## src/common/seq_ctrl_pkg.sv

```systemverilog
// Contract
// - Select1 reg at 0x27, window 00, disarmed write
// - Select2 reg visible at window 01, disarmed write
// - Select3 reg visible at window 10, disarmed write
// - Flag reg read at window 11, writes ignored
// - Four-bit code; unmentioned channels cause nothing
// - State1 codes 0000 to 0011 transitions
// - State1 codes 0100 to 0111 transitions
// - State1 codes 1001, 1101; others reserved
// - Final wins, then lowest channel number
// - State2 codes 0000 to 0011 transitions
// - State2 codes 0100 to 0111 transitions
// - State2 codes 1100, 1111; others reserved
// - State3 codes 0000 to 0011 transitions
// - State3 codes 0100 to 0111 transitions
// - State3 codes 1010, 1101, 1110; rest reserved
// - Three sticky per-channel flags until next arm
// - Flags cleared only by arming, not software
// - Flags set independently; repeats change nothing
// - Comparator matches only with enable bit set
package seq_ctrl_pkg;

  // ==========================================================
  // Register map
  // ==========================================================
  localparam logic [7:0] SEL_OFFSET   = 8'h27; // Shared offset
  localparam logic [7:0] ARM_OFFSET   = 8'h20; // Arm / window control
  localparam logic [7:0] CMP_OFFSET   = 8'h28; // Comparator control
  localparam int         ARM_BIT      = 7;     // Arm bit position
  localparam int         WIN_LSB      = 0;     // Window select low bit
  localparam int         ENABLE_BIT   = 0;     // Comparator enable bit
  localparam logic [1:0] WIN_SEL1     = 2'h0;  // State1 select visible
  localparam logic [1:0] WIN_SEL2     = 2'h1;  // State2 select visible
  localparam logic [1:0] WIN_SEL3     = 2'h2;  // State3 select visible
  localparam logic [1:0] WIN_FLAGS    = 2'h3;  // Flag register visible
  localparam logic [3:0] CODE_RESET   = 4'h0;  // Select code after reset

  // ==========================================================
  // Sequencer states
  // ==========================================================
  typedef enum logic [2:0]
  {
    ST_IDLE,
    ST_ONE,
    ST_TWO,
    ST_THREE,
    ST_FINAL
  } seq_state_t;

endpackage : seq_ctrl_pkg

```

## src/hdl/seq_ctrl.sv

```systemverilog
// Strobed register access was left to the implementer.
`timescale 1ns/100ps
// Debug state sequencer next-state selection with match flags.
module seq_ctrl
(
  input  wire logic       clk_i,        // 20 MHz bus clock
  input  wire logic       rst_i,        // Async reset, active high
  input  wire logic [7:0] addr_i,       // Register byte address
  input  wire logic [7:0] wdata_i,      // Write data
  input  wire logic       wr_i,         // Write strobe
  input  wire logic       rd_i,         // Read strobe
  input  wire logic [2:0] cmp_match_i,  // Raw comparator hits
  output logic      [7:0] rdata_o,      // Read data, cycle after rd_i
  output logic            armed_o,      // Session active
  output logic      [2:0] seq_state_o,  // Current sequencer state
  output logic            final_o       // Final state reached pulse
);

  // ==========================================================
  // State record
  // ==========================================================
  typedef struct packed
  {
    logic                     armed;     // Session in progress
    logic [1:0]               window;    // Window select
    logic [3:0]               code1;     // State1 next-state code
    logic [3:0]               code2;     // State2 next-state code
    logic [3:0]               code3;     // State3 next-state code
    logic [2:0]               cmp_en;    // Per-comparator enables
    logic [2:0]               flags;     // Sticky match flags
    seq_ctrl_pkg::seq_state_t state;     // Sequencer state
    logic                     fin;       // Final pulse
    logic [7:0]               rdata;     // Read data register
  } regs_t;

  regs_t q_r;    // Registered state
  regs_t q_nxt;  // Next state

  // Target of one decoded channel: none, final, or a state
  typedef enum logic [2:0]
  {
    TG_NONE,
    TG_S1,
    TG_S2,
    TG_S3,
    TG_FIN
  } target_t;

  // ==========================================================
  // Next-state tables
  // ==========================================================
  // Map of (state, code, channel) to target; reserved codes and
  // unmentioned channels give no transition.
  function automatic target_t lookup
  (
    input logic [1:0] st,
    input logic [3:0] code,
    input logic [1:0] ch
  );
    target_t t;
    t = TG_NONE;
    case (st)
      2'h1: // State1
        case (code)
          4'h0: t = TG_FIN;
          4'h1: t = (ch == 2'h1) ? TG_S3 : TG_NONE;
          4'h2: t = (ch == 2'h2) ? TG_S2 : TG_NONE;
          4'h3: t = (ch == 2'h1) ? TG_S2 : TG_NONE;
          4'h4: t = (ch == 2'h0) ? TG_S2 :
                    (ch == 2'h1) ? TG_S3 : TG_NONE;
          4'h5: t = (ch == 2'h1) ? TG_S3 :
                    (ch == 2'h0) ? TG_FIN : TG_NONE;
          4'h6: t = (ch == 2'h0) ? TG_S2 :
                    (ch == 2'h2) ? TG_S3 : TG_NONE;
          4'h7: t = (ch != 2'h2) ? TG_S2 : TG_NONE;
          4'h9: t = (ch == 2'h0) ? TG_S3 : TG_NONE;
          4'hD: t = (ch == 2'h1) ? TG_S2 : TG_FIN;
          default: t = TG_NONE;
        endcase
      2'h2: // State2
        case (code)
          4'h0: t = (ch == 2'h0) ? TG_S1 :
                    (ch == 2'h2) ? TG_S3 : TG_NONE;
          4'h1: t = (ch == 2'h1) ? TG_S3 : TG_NONE;
          4'h2: t = (ch == 2'h2) ? TG_S3 : TG_NONE;
          4'h3: t = (ch == 2'h1) ? TG_S3 :
                    (ch == 2'h0) ? TG_FIN : TG_NONE;
          4'h4: t = (ch == 2'h1) ? TG_S1 :
                    (ch == 2'h2) ? TG_S3 : TG_NONE;
          4'h5: t = (ch == 2'h2) ? TG_FIN : TG_NONE;
          4'h6: t = (ch == 2'h2) ? TG_S1 :
                    (ch == 2'h0) ? TG_FIN : TG_NONE;
          4'h7: t = (ch != 2'h2) ? TG_FIN : TG_NONE;
          4'hC: t = (ch == 2'h2) ? TG_S3 : TG_FIN;
          4'hF: t = (ch == 2'h2) ? TG_S1 : TG_FIN;
          default: t = TG_NONE;
        endcase
      2'h3: // State3
        case (code)
          4'h0: t = (ch == 2'h0) ? TG_S1 : TG_NONE;
          4'h1: t = (ch == 2'h2) ? TG_S2 :
                    (ch == 2'h1) ? TG_FIN : TG_NONE;
          4'h2: t = (ch == 2'h0) ? TG_FIN :
                    (ch == 2'h1) ? TG_S1 : TG_NONE;
          4'h3: t = (ch == 2'h1) ? TG_FIN :
                    (ch == 2'h2) ? TG_S1 : TG_NONE;
          4'h4: t = (ch == 2'h1) ? TG_S2 : TG_NONE;
          4'h5: t = (ch == 2'h1) ? TG_FIN : TG_NONE;
          4'h6: t = (ch == 2'h2) ? TG_S2 :
                    (ch == 2'h0) ? TG_FIN : TG_NONE;
          4'h7: t = (ch == 2'h0) ? TG_FIN : TG_NONE;
          4'hA: t = (ch == 2'h0) ? TG_FIN : TG_S1;
          4'hD: t = (ch == 2'h0) ? TG_S1 : TG_FIN;
          4'hE: t = (ch == 2'h0) ? TG_S2 :
                    (ch == 2'h2) ? TG_FIN : TG_NONE;
          default: t = TG_NONE;
        endcase
      default: t = TG_NONE;
    endcase
    return t;
  endfunction : lookup

  // ==========================================================
  // Match qualification
  // ==========================================================
  // Comparator hits count only while enabled; software must set
  // the enables before expecting transitions.
  logic [2:0] match;     // Qualified match channels
  logic       arm_wr;    // Write to arm/window control
  logic       arm_set;   // Arming event this cycle

  always_comb
  begin
    match  = cmp_match_i & q_r.cmp_en;
    arm_wr = wr_i && (addr_i == seq_ctrl_pkg::ARM_OFFSET);
    arm_set = arm_wr && wdata_i[seq_ctrl_pkg::ARM_BIT];
  end

  // ==========================================================
  // Transition choice
  // ==========================================================
  // Final wins over any other target; otherwise lowest channel.
  target_t    chosen;  // Winning target
  logic [1:0] st_idx;  // State as table index
  target_t    tg0;     // Channel 0 target
  target_t    tg1;     // Channel 1 target
  target_t    tg2;     // Channel 2 target
  logic [3:0] cur_code;// Code for current state

  always_comb
  begin
    case (q_r.state)
      seq_ctrl_pkg::ST_ONE:   st_idx = 2'h1;
      seq_ctrl_pkg::ST_TWO:   st_idx = 2'h2;
      seq_ctrl_pkg::ST_THREE: st_idx = 2'h3;
      default:                st_idx = 2'h0;
    endcase
    case (st_idx)
      2'h1:    cur_code = q_r.code1;
      2'h2:    cur_code = q_r.code2;
      default: cur_code = q_r.code3;
    endcase
    tg0 = match[0] ? lookup(st_idx, cur_code, 2'h0) : TG_NONE;
    tg1 = match[1] ? lookup(st_idx, cur_code, 2'h1) : TG_NONE;
    tg2 = match[2] ? lookup(st_idx, cur_code, 2'h2) : TG_NONE;
    // Final first, then channel 0, 1, 2
    if (tg0 == TG_FIN || tg1 == TG_FIN || tg2 == TG_FIN)
      chosen = TG_FIN;
    else if (tg0 != TG_NONE)
      chosen = tg0;
    else if (tg1 != TG_NONE)
      chosen = tg1;
    else
      chosen = tg2;
  end

  // ==========================================================
  // Next-state logic
  // ==========================================================
  always_comb
  begin
    q_nxt     = q_r;
    q_nxt.fin = 1'b0;
    q_nxt.rdata = 8'h00;
    // Register reads; unmapped addresses read zero
    if (rd_i)
    begin
      if (addr_i == seq_ctrl_pkg::SEL_OFFSET)
        case (q_r.window)
          seq_ctrl_pkg::WIN_SEL1: q_nxt.rdata = {4'h0, q_r.code1};
          seq_ctrl_pkg::WIN_SEL2: q_nxt.rdata = {4'h0, q_r.code2};
          seq_ctrl_pkg::WIN_SEL3: q_nxt.rdata = {4'h0, q_r.code3};
          default:                q_nxt.rdata = {5'h00, q_r.flags};
        endcase
      else if (addr_i == seq_ctrl_pkg::ARM_OFFSET)
        q_nxt.rdata = {q_r.armed, 5'h00, q_r.window};
      else if (addr_i == seq_ctrl_pkg::CMP_OFFSET)
        q_nxt.rdata = {5'h00, q_r.cmp_en};
    end
    // Select writes only while disarmed; flag writes dropped
    if (wr_i && addr_i == seq_ctrl_pkg::SEL_OFFSET && !q_r.armed)
      case (q_r.window)
        seq_ctrl_pkg::WIN_SEL1: q_nxt.code1 = wdata_i[3:0];
        seq_ctrl_pkg::WIN_SEL2: q_nxt.code2 = wdata_i[3:0];
        seq_ctrl_pkg::WIN_SEL3: q_nxt.code3 = wdata_i[3:0];
        default:                ;
      endcase
    if (wr_i && addr_i == seq_ctrl_pkg::CMP_OFFSET)
      q_nxt.cmp_en = wdata_i[2:0];
    // Sequencer run
    if (q_r.armed)
    begin
      // Sticky, independent flags
      q_nxt.flags = q_r.flags | match;
      case (chosen)
        TG_S1:  q_nxt.state = seq_ctrl_pkg::ST_ONE;
        TG_S2:  q_nxt.state = seq_ctrl_pkg::ST_TWO;
        TG_S3:  q_nxt.state = seq_ctrl_pkg::ST_THREE;
        TG_FIN:
        begin
          q_nxt.state = seq_ctrl_pkg::ST_FINAL;
          q_nxt.fin   = 1'b1;
          q_nxt.armed = 1'b0;  // Session ends at final state
        end
        default: ;
      endcase
    end
    // Control write: window, arm; arming clears flags
    if (arm_wr)
    begin
      q_nxt.window = wdata_i[seq_ctrl_pkg::WIN_LSB +: 2];
      if (arm_set && !q_r.armed)
      begin
        q_nxt.armed = 1'b1;
        q_nxt.flags = 3'h0;
        q_nxt.state = seq_ctrl_pkg::ST_ONE;
      end
      else if (!arm_set)
      begin
        q_nxt.armed = 1'b0;  // Software disarm
        q_nxt.state = seq_ctrl_pkg::ST_IDLE;
      end
    end
  end

  // ==========================================================
  // State register
  // ==========================================================
  always_ff @(posedge clk_i or posedge rst_i)
  begin
    if (rst_i)
    begin
      q_r        <= '0;
      q_r.state  <= seq_ctrl_pkg::ST_IDLE;
      q_r.code1  <= seq_ctrl_pkg::CODE_RESET;
      q_r.code2  <= seq_ctrl_pkg::CODE_RESET;
      q_r.code3  <= seq_ctrl_pkg::CODE_RESET;
    end
    else
      q_r <= q_nxt;
  end

  // Outputs straight from flops
  assign rdata_o     = q_r.rdata;
  assign armed_o     = q_r.armed;
  assign seq_state_o = q_r.state;
  assign final_o     = q_r.fin;

  // ==========================================================
  // Checks
  // ==========================================================
  // Select codes stay frozen for the whole session, all three windows
  sel_write_lock_a: assert property (
    @(posedge clk_i) disable iff (rst_i)
    (wr_i && addr_i == seq_ctrl_pkg::SEL_OFFSET && armed_o)
      |=> q_r.code1 == $past(q_r.code1) && q_r.code2 == $past(q_r.code2)
          && q_r.code3 == $past(q_r.code3))
    else $error("select code changed while armed");

  sel2_read_a: assert property (
    @(posedge clk_i) disable iff (rst_i)
    (rd_i && addr_i == seq_ctrl_pkg::SEL_OFFSET &&
     q_r.window == seq_ctrl_pkg::WIN_SEL2)
      |=> rdata_o == {4'h0, $past(q_r.code2)})
    else $error("state2 select read wrong");

  sel3_read_a: assert property (
    @(posedge clk_i) disable iff (rst_i)
    (rd_i && addr_i == seq_ctrl_pkg::SEL_OFFSET &&
     q_r.window == seq_ctrl_pkg::WIN_SEL3)
      |=> rdata_o == {4'h0, $past(q_r.code3)})
    else $error("state3 select read wrong");

  flag_read_a: assert property (
    @(posedge clk_i) disable iff (rst_i)
    (rd_i && addr_i == seq_ctrl_pkg::SEL_OFFSET &&
     q_r.window == seq_ctrl_pkg::WIN_FLAGS)
      |=> rdata_o == {5'h00, $past(q_r.flags)})
    else $error("flag register read wrong");

  // A control write in the same cycle may disarm and win, so skip it
  final_prio_a: assert property (
    @(posedge clk_i) disable iff (rst_i)
    (armed_o && !arm_wr &&
     (tg0 == TG_FIN || tg1 == TG_FIN || tg2 == TG_FIN))
      |=> final_o && seq_state_o == seq_ctrl_pkg::ST_FINAL)
    else $error("final transition not taken");

  flag_sticky_a: assert property (
    @(posedge clk_i) disable iff (rst_i)
    (armed_o && match != 3'h0) |=> (q_r.flags & $past(match)) == $past(match))
    else $error("match flag not set");

  flag_clear_a: assert property (
    @(posedge clk_i) disable iff (rst_i)
    (q_r.flags != 3'h0 && !arm_set) |=> (q_r.flags & $past(q_r.flags))
      == $past(q_r.flags))
    else $error("flag cleared without arming");

  disabled_cmp_a: assert property (
    @(posedge clk_i) disable iff (rst_i)
    (armed_o && !arm_wr && (cmp_match_i & q_r.cmp_en) == 3'h0)
      |=> seq_state_o == $past(seq_state_o))
    else $error("disabled comparator moved sequencer");

  // Window reads and the write-ignored flag window
  sel1_read_a: assert property (
    @(posedge clk_i) disable iff (rst_i)
    (rd_i && addr_i == seq_ctrl_pkg::SEL_OFFSET &&
     q_r.window == seq_ctrl_pkg::WIN_SEL1)
      |=> rdata_o == {4'h0, $past(q_r.code1)})
    else $error("state1 select read wrong");

  flag_write_a: assert property (
    @(posedge clk_i) disable iff (rst_i)
    (wr_i && addr_i == seq_ctrl_pkg::SEL_OFFSET && !armed_o &&
     q_r.window == seq_ctrl_pkg::WIN_FLAGS)
      |=> q_r.flags == $past(q_r.flags) && q_r.code1 == $past(q_r.code1)
          && q_r.code2 == $past(q_r.code2)
          && q_r.code3 == $past(q_r.code3))
    else $error("write at flag window changed a register");

  // A match that the current code does not mention leaves the state
  no_move_a: assert property (
    @(posedge clk_i) disable iff (rst_i)
    (armed_o && !arm_wr && match != 3'h0 && chosen == TG_NONE)
      |=> seq_state_o == $past(seq_state_o))
    else $error("unmentioned match moved sequencer");

  // Reserved codes behave as if no channel were mentioned
  reserved1_a: assert property (
    @(posedge clk_i) disable iff (rst_i)
    (armed_o && !arm_wr && seq_state_o == seq_ctrl_pkg::ST_ONE &&
     q_r.code1 == 4'h8)
      |=> seq_state_o == seq_ctrl_pkg::ST_ONE)
    else $error("reserved state1 code moved sequencer");

  reserved2_a: assert property (
    @(posedge clk_i) disable iff (rst_i)
    (armed_o && !arm_wr && seq_state_o == seq_ctrl_pkg::ST_TWO &&
     q_r.code2 == 4'h9)
      |=> seq_state_o == seq_ctrl_pkg::ST_TWO)
    else $error("reserved state2 code moved sequencer");

  reserved3_a: assert property (
    @(posedge clk_i) disable iff (rst_i)
    (armed_o && !arm_wr && seq_state_o == seq_ctrl_pkg::ST_THREE &&
     q_r.code3 == 4'hF)
      |=> seq_state_o == seq_ctrl_pkg::ST_THREE)
    else $error("reserved state3 code moved sequencer");

  // Arming starts a fresh session in State1 with clear flags
  arm_start_a: assert property (
    @(posedge clk_i) disable iff (rst_i)
    (arm_set && !armed_o)
      |=> armed_o && q_r.flags == 3'h0 &&
          seq_state_o == seq_ctrl_pkg::ST_ONE)
    else $error("arming did not clear flags or start State1");

  // Outside a session nothing but arming touches the flags
  flag_hold_a: assert property (
    @(posedge clk_i) disable iff (rst_i)
    (!armed_o && !arm_set) |=> q_r.flags == $past(q_r.flags))
    else $error("flags changed outside a session");

endmodule : seq_ctrl

```

## config.mk

```make
export PLATFORM = sky130hd
export DESIGN_NAME = seq_ctrl
export DESIGN_NICKNAME = d
export VERILOG_FILES = /design/src/common/seq_ctrl_pkg.sv /design/src/hdl/seq_ctrl.sv
export SDC_FILE = /design/constraint.sdc
export NUM_CORES = 1
export LEC_CHECK = 0
export BUFFER_PORTS_ARGS = -buffer_cell sky130_fd_sc_hd__clkbuf_2
export CAP_MARGIN = 20
export CORE_MARGIN = 4
export CORE_UTILIZATION = 31
export DETAILED_ROUTE_END_ITERATION = 10
export GPL_TIMING_DRIVEN = 0
export PLACE_DENSITY_LB_ADDON = 0.08
export SYNTH_ARGS = -nofsm -noshare
export SYNTH_HDL_FRONTEND = slang
export SYNTH_SLANG_ARGS = --single-unit
export TNS_END_PERCENT = 30
```

## constraint.sdc

```tcl
create_clock -name clk_i -period 7.42 [get_ports clk_i]
set_clock_uncertainty 0.05 [all_clocks]
set_input_delay 0.742 -clock clk_i [delete_from_list [all_inputs] [get_ports clk_i]]
set_output_delay 0.742 -clock clk_i [all_outputs]
set_load 0.03 [all_outputs]
```

; Yosys cells after proc, flatten, opt, wreduce, memory -nomap -nowiden
; Memory sizes are Yosys's and may differ from the RTL's.
; Index checks and enable logic that the tools add are counted.
[totals]
in_bits = 23
wordCells = 82
memories = 9
out_inout_bits = 13
ff_bits = 33
mem_bits_ro = 416
[op_classes]
muxes = 28
eq_ne = 18
reduce_logical = 15
n_bitwise = 2
[memory_table]
columns = memory, words, width, rd, rd_clocked_by_memory_dff, wr, line
row1 = (name not given), 16, 3, 1, 0, 0, seq_ctrl.sv:64  ; case (code)
row2 = (name not given), 16, 3, 1, 0, 0, seq_ctrl.sv:99  ; case (code)
row3 = (name not given), 16, 3, 1, 0, 0, seq_ctrl.sv:64
row4 = (name not given), 16, 3, 1, 0, 0, seq_ctrl.sv:81  ; case (code)
row5 = (name not given), 16, 3, 1, 0, 0, seq_ctrl.sv:99
row6 = (name not given), 16, 3, 1, 0, 0, seq_ctrl.sv:64
row7 = 3 more memories, n/a, n/a, n/a, n/a, n/a, n/a
[op_table]
columns = operator, n
row1 = 2-to-1 mux 3 bit, 11
row2 = case mux 3 bit (3 select lines), 3
row3 = equality test 8 x 6 -> 1 bit (second input constant), 3
row4 = 2-to-1 mux 8 bit, 3
row5 = equality test 3 x 2 -> 1 bit (second input constant), 4
row6 = equality test 3 bit (second input constant), 4
row7 = case mux 3 bit (4 select lines), 1
row8 = case mux 4 bit (3 select lines), 1
row9 = case mux 4 bit (2 select lines), 1
row10 = 2-to-1 mux 7 bit, 1
row11 = equality test 2 bit (second input constant), 3
row12 = equality test 3 x 1 -> 1 bit (second input constant), 2
row13 = logical AND 1 bit, 6
row14 = 2-to-1 mux 6 bit, 1
row15 = case mux 2 bit (3 select lines), 1
row16 = AND reduction 2 bit, 3
row17 = nonzero test 3 bit, 2
row18 = 2-to-1 mux 1 bit, 5
row19 = equality test 2 x 1 -> 1 bit (second input constant), 2
row20 = AND 3 bit, 1
row21 = bitwise OR 3 bit, 1
row22 = logical NOT 2 bit, 1
row23 = logical OR 1 bit, 2
row24 = logical NOT 1 bit, 1

; Logic depth before layout (Yosys ltp)
; Gate-level depths: netlist of the first run.
; An unclocked memory read counts as a cell.
[logic_depth]
depth_word = 17
depth_mapped = 17
ltp_nobuf = 17

; Worst setup path before layout of the first run
; Ideal clock, no wire load.
[synth_timing]
path_kind = register to register
start = register q_r, in the netlist seq_state_o[2]
end = register q_r, in the netlist seq_state_o[1]
path_stages_with_launch = 16
required_ns = 7.250
n_path_buf = 1
slack_ns = 3.802
t_arrival_ns = 3.449
setup_time_ns = 0.120
synth_period_minus_slack_ns = 3.618
path_cell_list = dfrtp_1 nand2b_1 ha_1 buf_6 a221o_1 nand2_1 inv_1 ha_1 and2_1 a2111oi_4 o221ai_2 a2111oi_0 nor4bb_1 o21ai_1 o22ai_1 a31o_1
[synth_lines]
columns = element, line
row1 = "start, declared", seq_ctrl.sv:36  ; regs_t q_r;
row2 = "start signal, assigned", seq_ctrl.sv:260  ; q_r <= q_nxt;

==> results.py, run 1 <==
metrics = {
    "place": {
        "hpwl_um": 5210,
        "place.gp.congestion": 0.876,
        "placed_cell_area_mm2": 0.00269,
        "port_buffers": 29,
    },
    "floorplanning": {
        "fp.dieW_um": 95.8,
        "num_rows": 31,
        "core_mm2": 0.00737,
        "chipHeight_um": 95.8,
        "initial_core_util_pct": 32.4,
        "ios": 36,
        "die-area_mm2": 0.00918,
    },
    "cts": {
        "cts_tree": "yes",
        "clock-root-buffer": "clkbuf_8",
        "holdBufCountCts": 0,
        "cts_max_level": 2,
        "numCtsBuffers": 5,
        "post_cts_buffers": 0,
        "path_clk_slew_ns": 0.07,
        "cts.sinks": 30,
        "cts_resized": 0,
        "clock_latency_ns": 0.28,
        "ctsLongestPathBuffers": 2,
    },
    "routing": {
        "postRouteAntennaNets": 0,
        "drtIter0Drc": 117,
        "vias": 2086,
        "drc": 0,
        "drtPass1Iterations": 4,
        "wl_per_cell_um": 16.9,
        "viasPerCell": 5.42,
        "wl_um": 6490,
    },
    "logic_synthesis": {
        "synth_seq_cells": 30,
        "ys_types": 73,
        "syn_area_mm2": 0.00239,
        "ys_seq_area_share_pct": 31.4,
        "synthesis.instances": 246,
        "synthFlopType": "dfrtp_1",
        "async_reset_ff_share_pct": 100,
        "synth_edf_count": 0,
        "syn_area_per_cell_um2": 9.71,
        "yosysWarnings": 0,
    },
    "pwr": {
        "p_per_area_mw_per_mm2": 275,
        "netSwitchingPower_w": 0.000347,
        "power_frac_comb_pct": 57.2,
        "seq_power_share_pct": 22.7,
        "clock_power_share_pct": 20.1,
        "internal_power_w": 0.000425,
        "switching_share_pct": 44.9,
        "peakVddDrop_uv": 107,
        "total_power_w": 0.000772,
        "p_leak_nw": 1.28,
    },
    "sta": {
        "tightest_slew_ns": 0.713,
        "fin_crit_sh_pct": 58.1,
        "finalHoldViolCount": 0,
        "finalSetupViolations": 0,
        "slew_headroom_pct": 52.1,
        "fmaxAchievable_ghz": 0.232,
        "post-route-min-period_ns": 4.31,
        "finalMaxSlewViolations": 0,
        "whs_ns": 0.494,
        "rsz0062_at_grt": "no",
        "tns_ns": 0,
    },
    "critical_path": {
        "critPathMaxFanout": 10,
        "critPathSlowestCell": "a2111oi_0",
        "crit_arrival_ns": 4.44,
        "cp.depth": 15,
        "cp_common_cell": "ha_1",
        "critPathRequiredTime_ns": 7.54,
        "cp_num_buf_inv": 2,
        "endpoint_kind": "flop",
        "startpoint_type": "flop",
        "crit_type": "reg2reg",
        "crit_chain": "nor2b_1, ha_1, buf_6, a221o_1, nand2_1, inv_1, ha_1, and2_1, a2111oi_4, o221ai_2, a2111oi_0, o32ai_1, o21ai_1, o22ai_1, a31o_1",
        "reg2regPathDepth": 15,
        "cp_top_family": "compound AO/OA/AOI/OAI gates",
        "max_stage_delay_ns": 0.52,
    },
    "global_route": {
        "globalRouteMet3Util_pct": 2.97,
        "grt_max_degree": 17,
        "grt_use_met2_pct": 22.7,
        "grt_overflow_total": 0,
        "antenna_found_initial": 0,
        "grt_use_total_pct": 14.6,
        "grt_pass1_wl_um": 10500,
        "grt_pass1_vias": 2019,
        "grtUsageMet1_pct": 20.9,
        "busiest_layer": "met2",
    },
    "layout": {
        "final_util_pct": 38.0,
        "nets": 316,
        "drive_gt1_share_pct": 32.9,
        "area_growth_pct": 17.3,
        "fin_area_mm2": 0.00280,
        "n_antenna_cell": 0,
    },
    "job": {
        "maxCapViolCount": 0,
    },
    "min_path": {
        "holdCritPathClass": "in2async",
    },
    "status": {
        "status": "finished, final reports clean",
    },
}
## sequential cells by signal (all words and copies together), names as in the netlist
name and flops:
armed_o 1, final_o 1, rdata_o 5, q_r 20
seq_state_o 3
## placed cells by master (no fill, tap or decap), drive strengths merged, types with 4 or more instances in the layout
master and n:
a211oi 6, a21oi 5, a221o 4, a221oi 4
and2 6, buf 17, clkbuf 40, dfrtp 30
ha 8, inv 8, mux2 17, nand2 16
nand2b 5, nand3 10, nor2 20, nor2b 6
nor3 4, o21ai 12
## synth_stat cells (3+ instances only)
library cell	instances	share of area (%)
nor2b_1	5	1.3
nand2b_1	5	1.3
o211ai_1	3	0.94
nor2_1	19	3.0
nor3_1	4	0.84
a211o_1	3	1.1
nand2_1	15	2.4
a21oi_1	5	1.0
a211oi_1	6	1.9
dfrtp_1	30	31
ha_1	8	4.2
mux2_2	17	8.0
buf_4	14	4.4
o21ai_0	10	2.1
a221o_1	3	1.3
o22ai_1	3	0.79
and2_1	6	1.6
a221oi_2	3	1.9
a31oi_1	3	0.79
clkbuf_1	3	0.47
nand3_1	10	2.1
a22oi_1	3	0.94
mux4_2	3	2.8
inv_1	7	1.1
## final timing paths
| path | start | end | slack [ns] |
|---|---|---|---|
| setup / recovery | seq_state_o[2] | seq_state_o[1] | 3.11 |
| hold / removal | rst_i | q_r[17] | 0.49 |
| setup reg to reg | seq_state_o[2] | seq_state_o[1] | 3.11 |
| hold reg to reg | q_r[13] | q_r[13] | 0.50 |
| max in group asynchronous | rst_i | q_r[31] | 6.31 |
| min in group clk_i | q_r[13] | q_r[13] | 0.50 |
## power by group through the flow
stage          registers (W)  clock network, W  logic, W
2_1_floorplan       0.000177                 0  0.000332
3_3_place_gp        0.000178                 0  0.000441
3_5_place_dp        0.000178                 0  0.000432
4_1_cts             0.000175          0.000158  0.000434
5_1_grt             0.000176          0.000166  0.000484
6_report            0.000175          0.000155  0.000442
## through the flow
step	worst slack (ns)	std cells
detailed placement	3.16	377
global placement	3.09	376
CTS	3.14	385
finish	3.11	385
floorplan	3.80	248
global route	2.88	385
## per-layer routing
metal	routed length [um]	up-vias
met5	0	-
met4	73	0
met3	366	8
met2	2960	57
met1	3090	1009
li1	-	1012
## logic make-up (layout without fill, tap and decap cells)
kind of cell    count (synthesis)  count (layout)  share of synthesized area [%]
compound gates                 75              75                           27.0
fa+ha+maj                       8               8                           4.19
buf+inv                        27              65                           6.81
flops                          30              30                           31.4
mux                            22              22                           11.7
other cells                     1               3                          0.157
simple gates                   83              83                           18.7
## worst reg2reg max path: stages, from the launching register on
cell,delay [ns]
dfrtp_1,0.41
nor2b_1,0.25
ha_1,0.35
buf_6,0.18
a221o_1,0.26
nand2_1,0.20
inv_1,0.19
ha_1,0.28
and2_1,0.24
a2111oi_4,0.44
o221ai_2,0.15
a2111oi_0,0.52
o32ai_1,0.21
o21ai_1,0.13
o22ai_1,0.11
a31o_1,0.23
## layout make-up
class                   count  area (um^2)
fillers                   765         4570
multi-input cells         191         1480
flip-flops and latches     30          751
repair buffers             30          173
plain buffers              19          133
well taps                  99          124
clock buffers               8          110
inverters                   8         30.0
Note: power is estimated with default switching activity, not from simulation.
==> run 2: changes to the inputs <==
Clock period 7.42 ns to 4.4 ns, I/O delays scaled along.
==> run 2 against run 1 <==
- sequential share of layout area shrank 0.33 points
- highest routed layer unchanged
- sequential power increased by 69%
- largest power group unchanged
- hold slack got worse by 0.30 ns
==> results.py, run 2 (same netlist as run 1, synthesis figures left out) <==
metrics = {
    "cts": {
        "numCtsBuffers": 5,
        "clock_latency_ns": 0.28,
        "cts_tree": "yes",
        "cts_resized": 0,
        "cts_max_level": 2,
        "ctsLongestPathBuffers": 2,
        "path_clk_slew_ns": 0.07,
        "clock-root-buffer": "clkbuf_8",
        "holdBufCountCts": 0,
        "post_cts_buffers": 0,
        "cts.sinks": 30,
    },
    "place": {
        "hpwl_um": 5210,
        "placed_cell_area_mm2": 0.00269,
        "place_inst": 377,
        "port_buffers": 29,
        "place.gp.congestion": 0.876,
        "preCtsSetupSlack_ns": 0.143,
    },
    "critical_path": {
        "critPathSlowestCell": "a2111oi_2",
        "crit_chain": "nand2b_1, ha_1, buf_6, a221o_1, nand2_1, inv_1, ha_1, and2_1, a2111oi_4, o221ai_2, a2111oi_2, o32ai_2, o21ai_1, o22ai_1, a31o_1",
        "crit_type": "reg2reg",
        "crit_arrival_ns": 4.36,
        "endpoint_kind": "flop",
        "cp_common_cell": "ha_1",
        "max_stage_delay_ns": 0.45,
        "startpoint_type": "flop",
        "startpoint": "seq_state_o[2]",
        "critPathRequiredTime_ns": 4.52,
        "critPathMaxFanout": 10,
        "r2r-start": "seq_state_o[2]",
    },
    "sta": {
        "slew_headroom_pct": 52.1,
        "finalSetupViolations": 0,
        "setup_ws_ns": 0.170,
        "tightest_slew_ns": 0.713,
        "finalHoldViolCount": 0,
        "fmaxAchievable_ghz": 0.236,
        "finalMaxSlewViolations": 0,
        "fin_crit_sh_pct": 96.1,
        "post-route-min-period_ns": 4.23,
    },
    "routing": {
        "postRouteAntennaNets": 0,
        "drtPass1Iterations": 4,
        "drtIter0Drc": 134,
        "vias": 2110,
        "drc": 0,
        "viasPerCell": 5.48,
        "wl_um": 6600,
        "wl_per_cell_um": 17.2,
    },
    "layout": {
        "final_cell_mix": "dfrtp_1, clkbuf_2, nor2_1",
        "n_antenna_cell": 0,
        "final_util_pct": 38.5,
        "nets": 316,
        "final_cells": 385,
        "regMostFlops": "q_r",
        "fin_area_mm2": 0.00284,
        "drive_gt1_share_pct": 35.0,
        "fill_cells": 767,
        "largest_register_ffs": 20,
        "area_growth_pct": 18.8,
        "mostFrequentLayoutCell": "dfrtp_1",
    },
    "pwr": {
        "total_power_w": 0.00132,
        "p_per_area_mw_per_mm2": 466,
        "p_leak_nw": 1.29,
        "peakVddDrop_uv": 180,
    },
    "job": {
        "maxCapViolCount": 0,
    },
    "global_route": {
        "grt_overflow_total": 0,
        "grt_use_total_pct": 14.6,
        "grt_pass1_vias": 2019,
        "grt_max_degree": 17,
        "grt_pass1_wl_um": 10500,
        "antenna_found_initial": 0,
    },
    "floorplanning": {
        "ios": 36,
        "die-area_mm2": 0.00918,
        "chipHeight_um": 95.8,
        "initial_core_util_pct": 32.4,
        "num_rows": 31,
        "fp.dieW_um": 95.8,
        "core_mm2": 0.00737,
    },
    "min_path": {
        "holdCritPathClass": "in2async",
    },
    "status": {
        "status": "finished, final reports clean",
    },
}
## run 2: path summary, 6_finish.rpt
check / end / slack [ns] / cells past startpoint
setup reg to reg: seq_state_o[1] / 0.17 / 15
hold reg to reg: q_r[13] / 0.50 / 2
hold / removal: q_r[17] / 0.19 / 2
max in group asynchronous: q_r[15] / 3.59 / 3
setup / recovery: seq_state_o[1] / 0.17 / 15
min in group clk_i: q_r[25] / 0.37 / 2
## run 2: worst max-delay path: cells and delay by family (launching register included)
family / cells / cell delay (ns)
buffers and inverters: 2 / 0.37
adders and majority gates: 2 / 0.67
DFF: 1 / 0.42
AOI/OAI and AO/OA: 8 / 1.95
and+or+nand+nor: 3 / 0.66
## run 2: cell type report
type / instances / area (um^2) / area share (%)
tap: 99 / 124 / 4.36
multi-input combinational: 191 / 1520 / 53.5
sequential: 30 / 751 / 26.4
clock buffer: 8 / 110 / 3.88
buffer: 19 / 133 / 4.67
inverter: 8 / 30.0 / 1.06
timing repair buffer: 30 / 173 / 6.08
## run 2: metal layers
layer  global-route usage [%]  share of wire, %
met1                     20.9                48
met2                     22.7                46
met3                     2.97               5.3
met4                     3.20               1.1
met5                        0                 0
## run 2: per-stage QoR
step	setup TNS, ns	hold WS, ns
finish	0	0.192
CTS	0	0.209
detailed placement	0	0.477
global placement	0	0.462
floorplan	0	0.407
global route	-0.0692	0.255
## run 2: power by group
group	total (W)	switching [W]	internal, W
Sequential	0.000296	0.00000924	0.000286
Clock	0.000262	0.000104	0.000158
Combinational	0.000767	0.000487	0.000280
==> run 3: changes to the inputs <==
Settings changed: GPL_TIMING_DRIVEN 0 to 1, REMOVE_ABC_BUFFERS from default to 1.
==> run 3 against run 2 <==
- sequential power barely moved
- critical endpoint is now seq_state_o[0]
- critical path type unchanged
- fmax rose by 5.3%
- critical path depth did not move
- highest routed layer unchanged
==> results.py, run 3 (same netlist as run 1, synthesis figures left out) <==
metrics = {
    "cts": {
        "clock_latency_ns": 0.28,
        "cts_tree": "yes",
        "path_clk_slew_ns": 0.07,
        "cts_max_level": 2,
        "ctsLongestPathBuffers": 2,
        "holdBufCountCts": 0,
        "numCtsBuffers": 5,
        "cts.sinks": 30,
        "clock-root-buffer": "clkbuf_8",
    },
    "critical_path": {
        "startpoint_type": "flop",
        "cp_common_cell": "and2_1",
        "crit_arrival_ns": 4.16,
        "critPathSlowestCell": "dfrtp_1",
        "r2r-start": "seq_state_o[2]",
        "critPathRequiredTime_ns": 4.54,
        "critPathMaxFanout": 8,
        "crit_type": "reg2reg",
        "max_stage_delay_ns": 0.41,
        "cp_top_family": "compound AO/OA/AOI/OAI gates",
        "cp.depth": 15,
        "r2r_end": "seq_state_o[0]",
        "endpoint_kind": "flop",
        "startpoint": "seq_state_o[2]",
        "crit_chain": "nand2b_1, ha_1, a221o_1, and2_1, inv_2, ha_1, and2_1, nand3_1, o211a_1, o221ai_2, a2111oi_0, o32ai_1, o21ai_1, and2_1, o32ai_2",
        "cp_num_buf_inv": 1,
        "endpoint": "seq_state_o[0]",
        "reg2reg_slack_ns": 0.38,
        "reg2regPathDepth": 15,
    },
    "job": {
        "maxCapViolCount": 0,
    },
    "place": {
        "hpwl_um": 5100,
        "place.gp.congestion": 0.912,
        "port_buffers": 29,
        "placed_cell_area_mm2": 0.00258,
    },
    "sta": {
        "rsz0062_at_grt": "no",
        "fmaxAchievable_ghz": 0.249,
        "slew_headroom_pct": 59.5,
        "finalSetupViolations": 0,
        "tightest_slew_ns": 0.603,
        "tns_ns": 0,
        "fin_crit_sh_pct": 91.3,
        "finalMaxSlewViolations": 0,
        "post-route-min-period_ns": 4.02,
        "finalHoldViolCount": 0,
    },
    "pwr": {
        "clock_power_share_pct": 21.8,
        "power_frac_comb_pct": 55.3,
        "switching_share_pct": 44.2,
        "total_power_w": 0.00130,
        "p_per_area_mw_per_mm2": 483,
        "peakVddDrop_uv": 189,
        "netSwitchingPower_w": 0.000576,
        "internal_power_w": 0.000727,
        "p_leak_nw": 1.21,
        "seq_power_share_pct": 22.9,
    },
    "global_route": {
        "grt_use_met2_pct": 22.0,
        "globalRouteMet3Util_pct": 2.97,
        "grt_pass1_wl_um": 10400,
        "antenna_found_initial": 0,
        "grtUsageMet1_pct": 20.7,
        "grt_use_total_pct": 14.6,
        "grt_pass1_vias": 2027,
        "grt_overflow_total": 0,
        "grt_max_degree": 31,
        "busiest_layer": "met2",
    },
    "layout": {
        "nets": 302,
        "final_util_pct": 36.6,
        "regMostFlops": "q_r",
        "mostFrequentLayoutCell": "dfrtp_1",
        "n_antenna_cell": 0,
        "largest_register_ffs": 20,
        "drive_gt1_share_pct": 31.0,
        "seq_area_um2": 751,
        "area_growth_pct": 12.8,
        "fill_cells": 783,
        "multi_input_area_mm2": 0.00149,
        "final_cell_mix": "dfrtp_1, clkbuf_2, nor2_1",
        "fin_area_mm2": 0.00270,
    },
    "floorplanning": {
        "fp.dieW_um": 95.8,
        "initial_core_util_pct": 32.4,
        "chipHeight_um": 95.8,
        "ios": 36,
        "num_rows": 31,
        "core_mm2": 0.00737,
        "die-area_mm2": 0.00918,
    },
    "status": {
        "status": "finished, final reports clean",
    },
    "routing": {
        "viasPerCell": 5.55,
        "vias": 2052,
        "drtIter0Drc": 93,
        "drc": 0,
        "wl_per_cell_um": 17.1,
        "wl_um": 6330,
        "drtPass1Iterations": 5,
        "postRouteAntennaNets": 0,
    },
    "min_path": {
        "holdCritPathClass": "in2async",
    },
}
==> run 3: power by group through the flow <==
stage | Clock (W) | Combinational [W] | Sequential [W]
global placement | 0 | 0.000723 | 0.000304
floorplan | 0 | 0.000507 | 0.000311
finish | 0.000283 | 0.000721 | 0.000299
detailed placement | 0 | 0.000700 | 0.000304
global route | 0.000302 | 0.000781 | 0.000301
CTS | 0.000291 | 0.000704 | 0.000299
==> run 3: how the worst min path moves through the flow <==
stage | endpoint | slack (ns)
after global routing | rdata_o[3] | 0.20
after floorplan | q_r[12] | 0.41
after global placement | q_r[12] | 0.46
after detailed placement | rdata_o[3] | 0.47
final | rdata_o[3] | 0.15
after CTS | rdata_o[3] | 0.16
==> run 3: layer usage <==
layer | routed length (um) | share of wire (%)
met5 | 0 | 0
met4 | 112 | 1.8
met3 | 247 | 3.9
met2 | 2990 | 47
met1 | 2970 | 47
==> run 3: what timing repair did <==
| action | in CTS | in global routing |
|---|---|---|
| endpoints found under the setup margin | 0 | 2 |
| resized for setup | 0 | 2 |
| buffers inserted | 0 | 0 |
==> run 3: area by class of cell <==
| class | count | share of cell area, % |
|---|---|---|
| clock buffers | 6 | 3.06 |
| multi-input cells | 191 | 55.2 |
| clock inverters | 1 | 1.11 |
| inverters | 8 | 1.11 |
| well taps | 99 | 4.59 |
| repair buffers | 35 | 7.05 |
| flip-flops and latches | 30 | 27.8 |
==> run 3: per-stage QoR <==
| step | setup WS, ns | cells | hold WS [ns] |
|---|---|---|---|
| finish | 0.381 | 370 | 0.152 |
| global route | 0.101 | 370 | 0.199 |
| CTS | 0.261 | 370 | 0.163 |
| detailed placement | 0.296 | 363 | 0.470 |
| global placement | 0.229 | 363 | 0.463 |
| floorplan | 0.583 | 229 | 0.407 |
==> run 3: tightest hold or removal path, stage by stage <==
cell and delay [ns]:
clkbuf_2 0.08, inv_1 0.04, buf_4 0.34
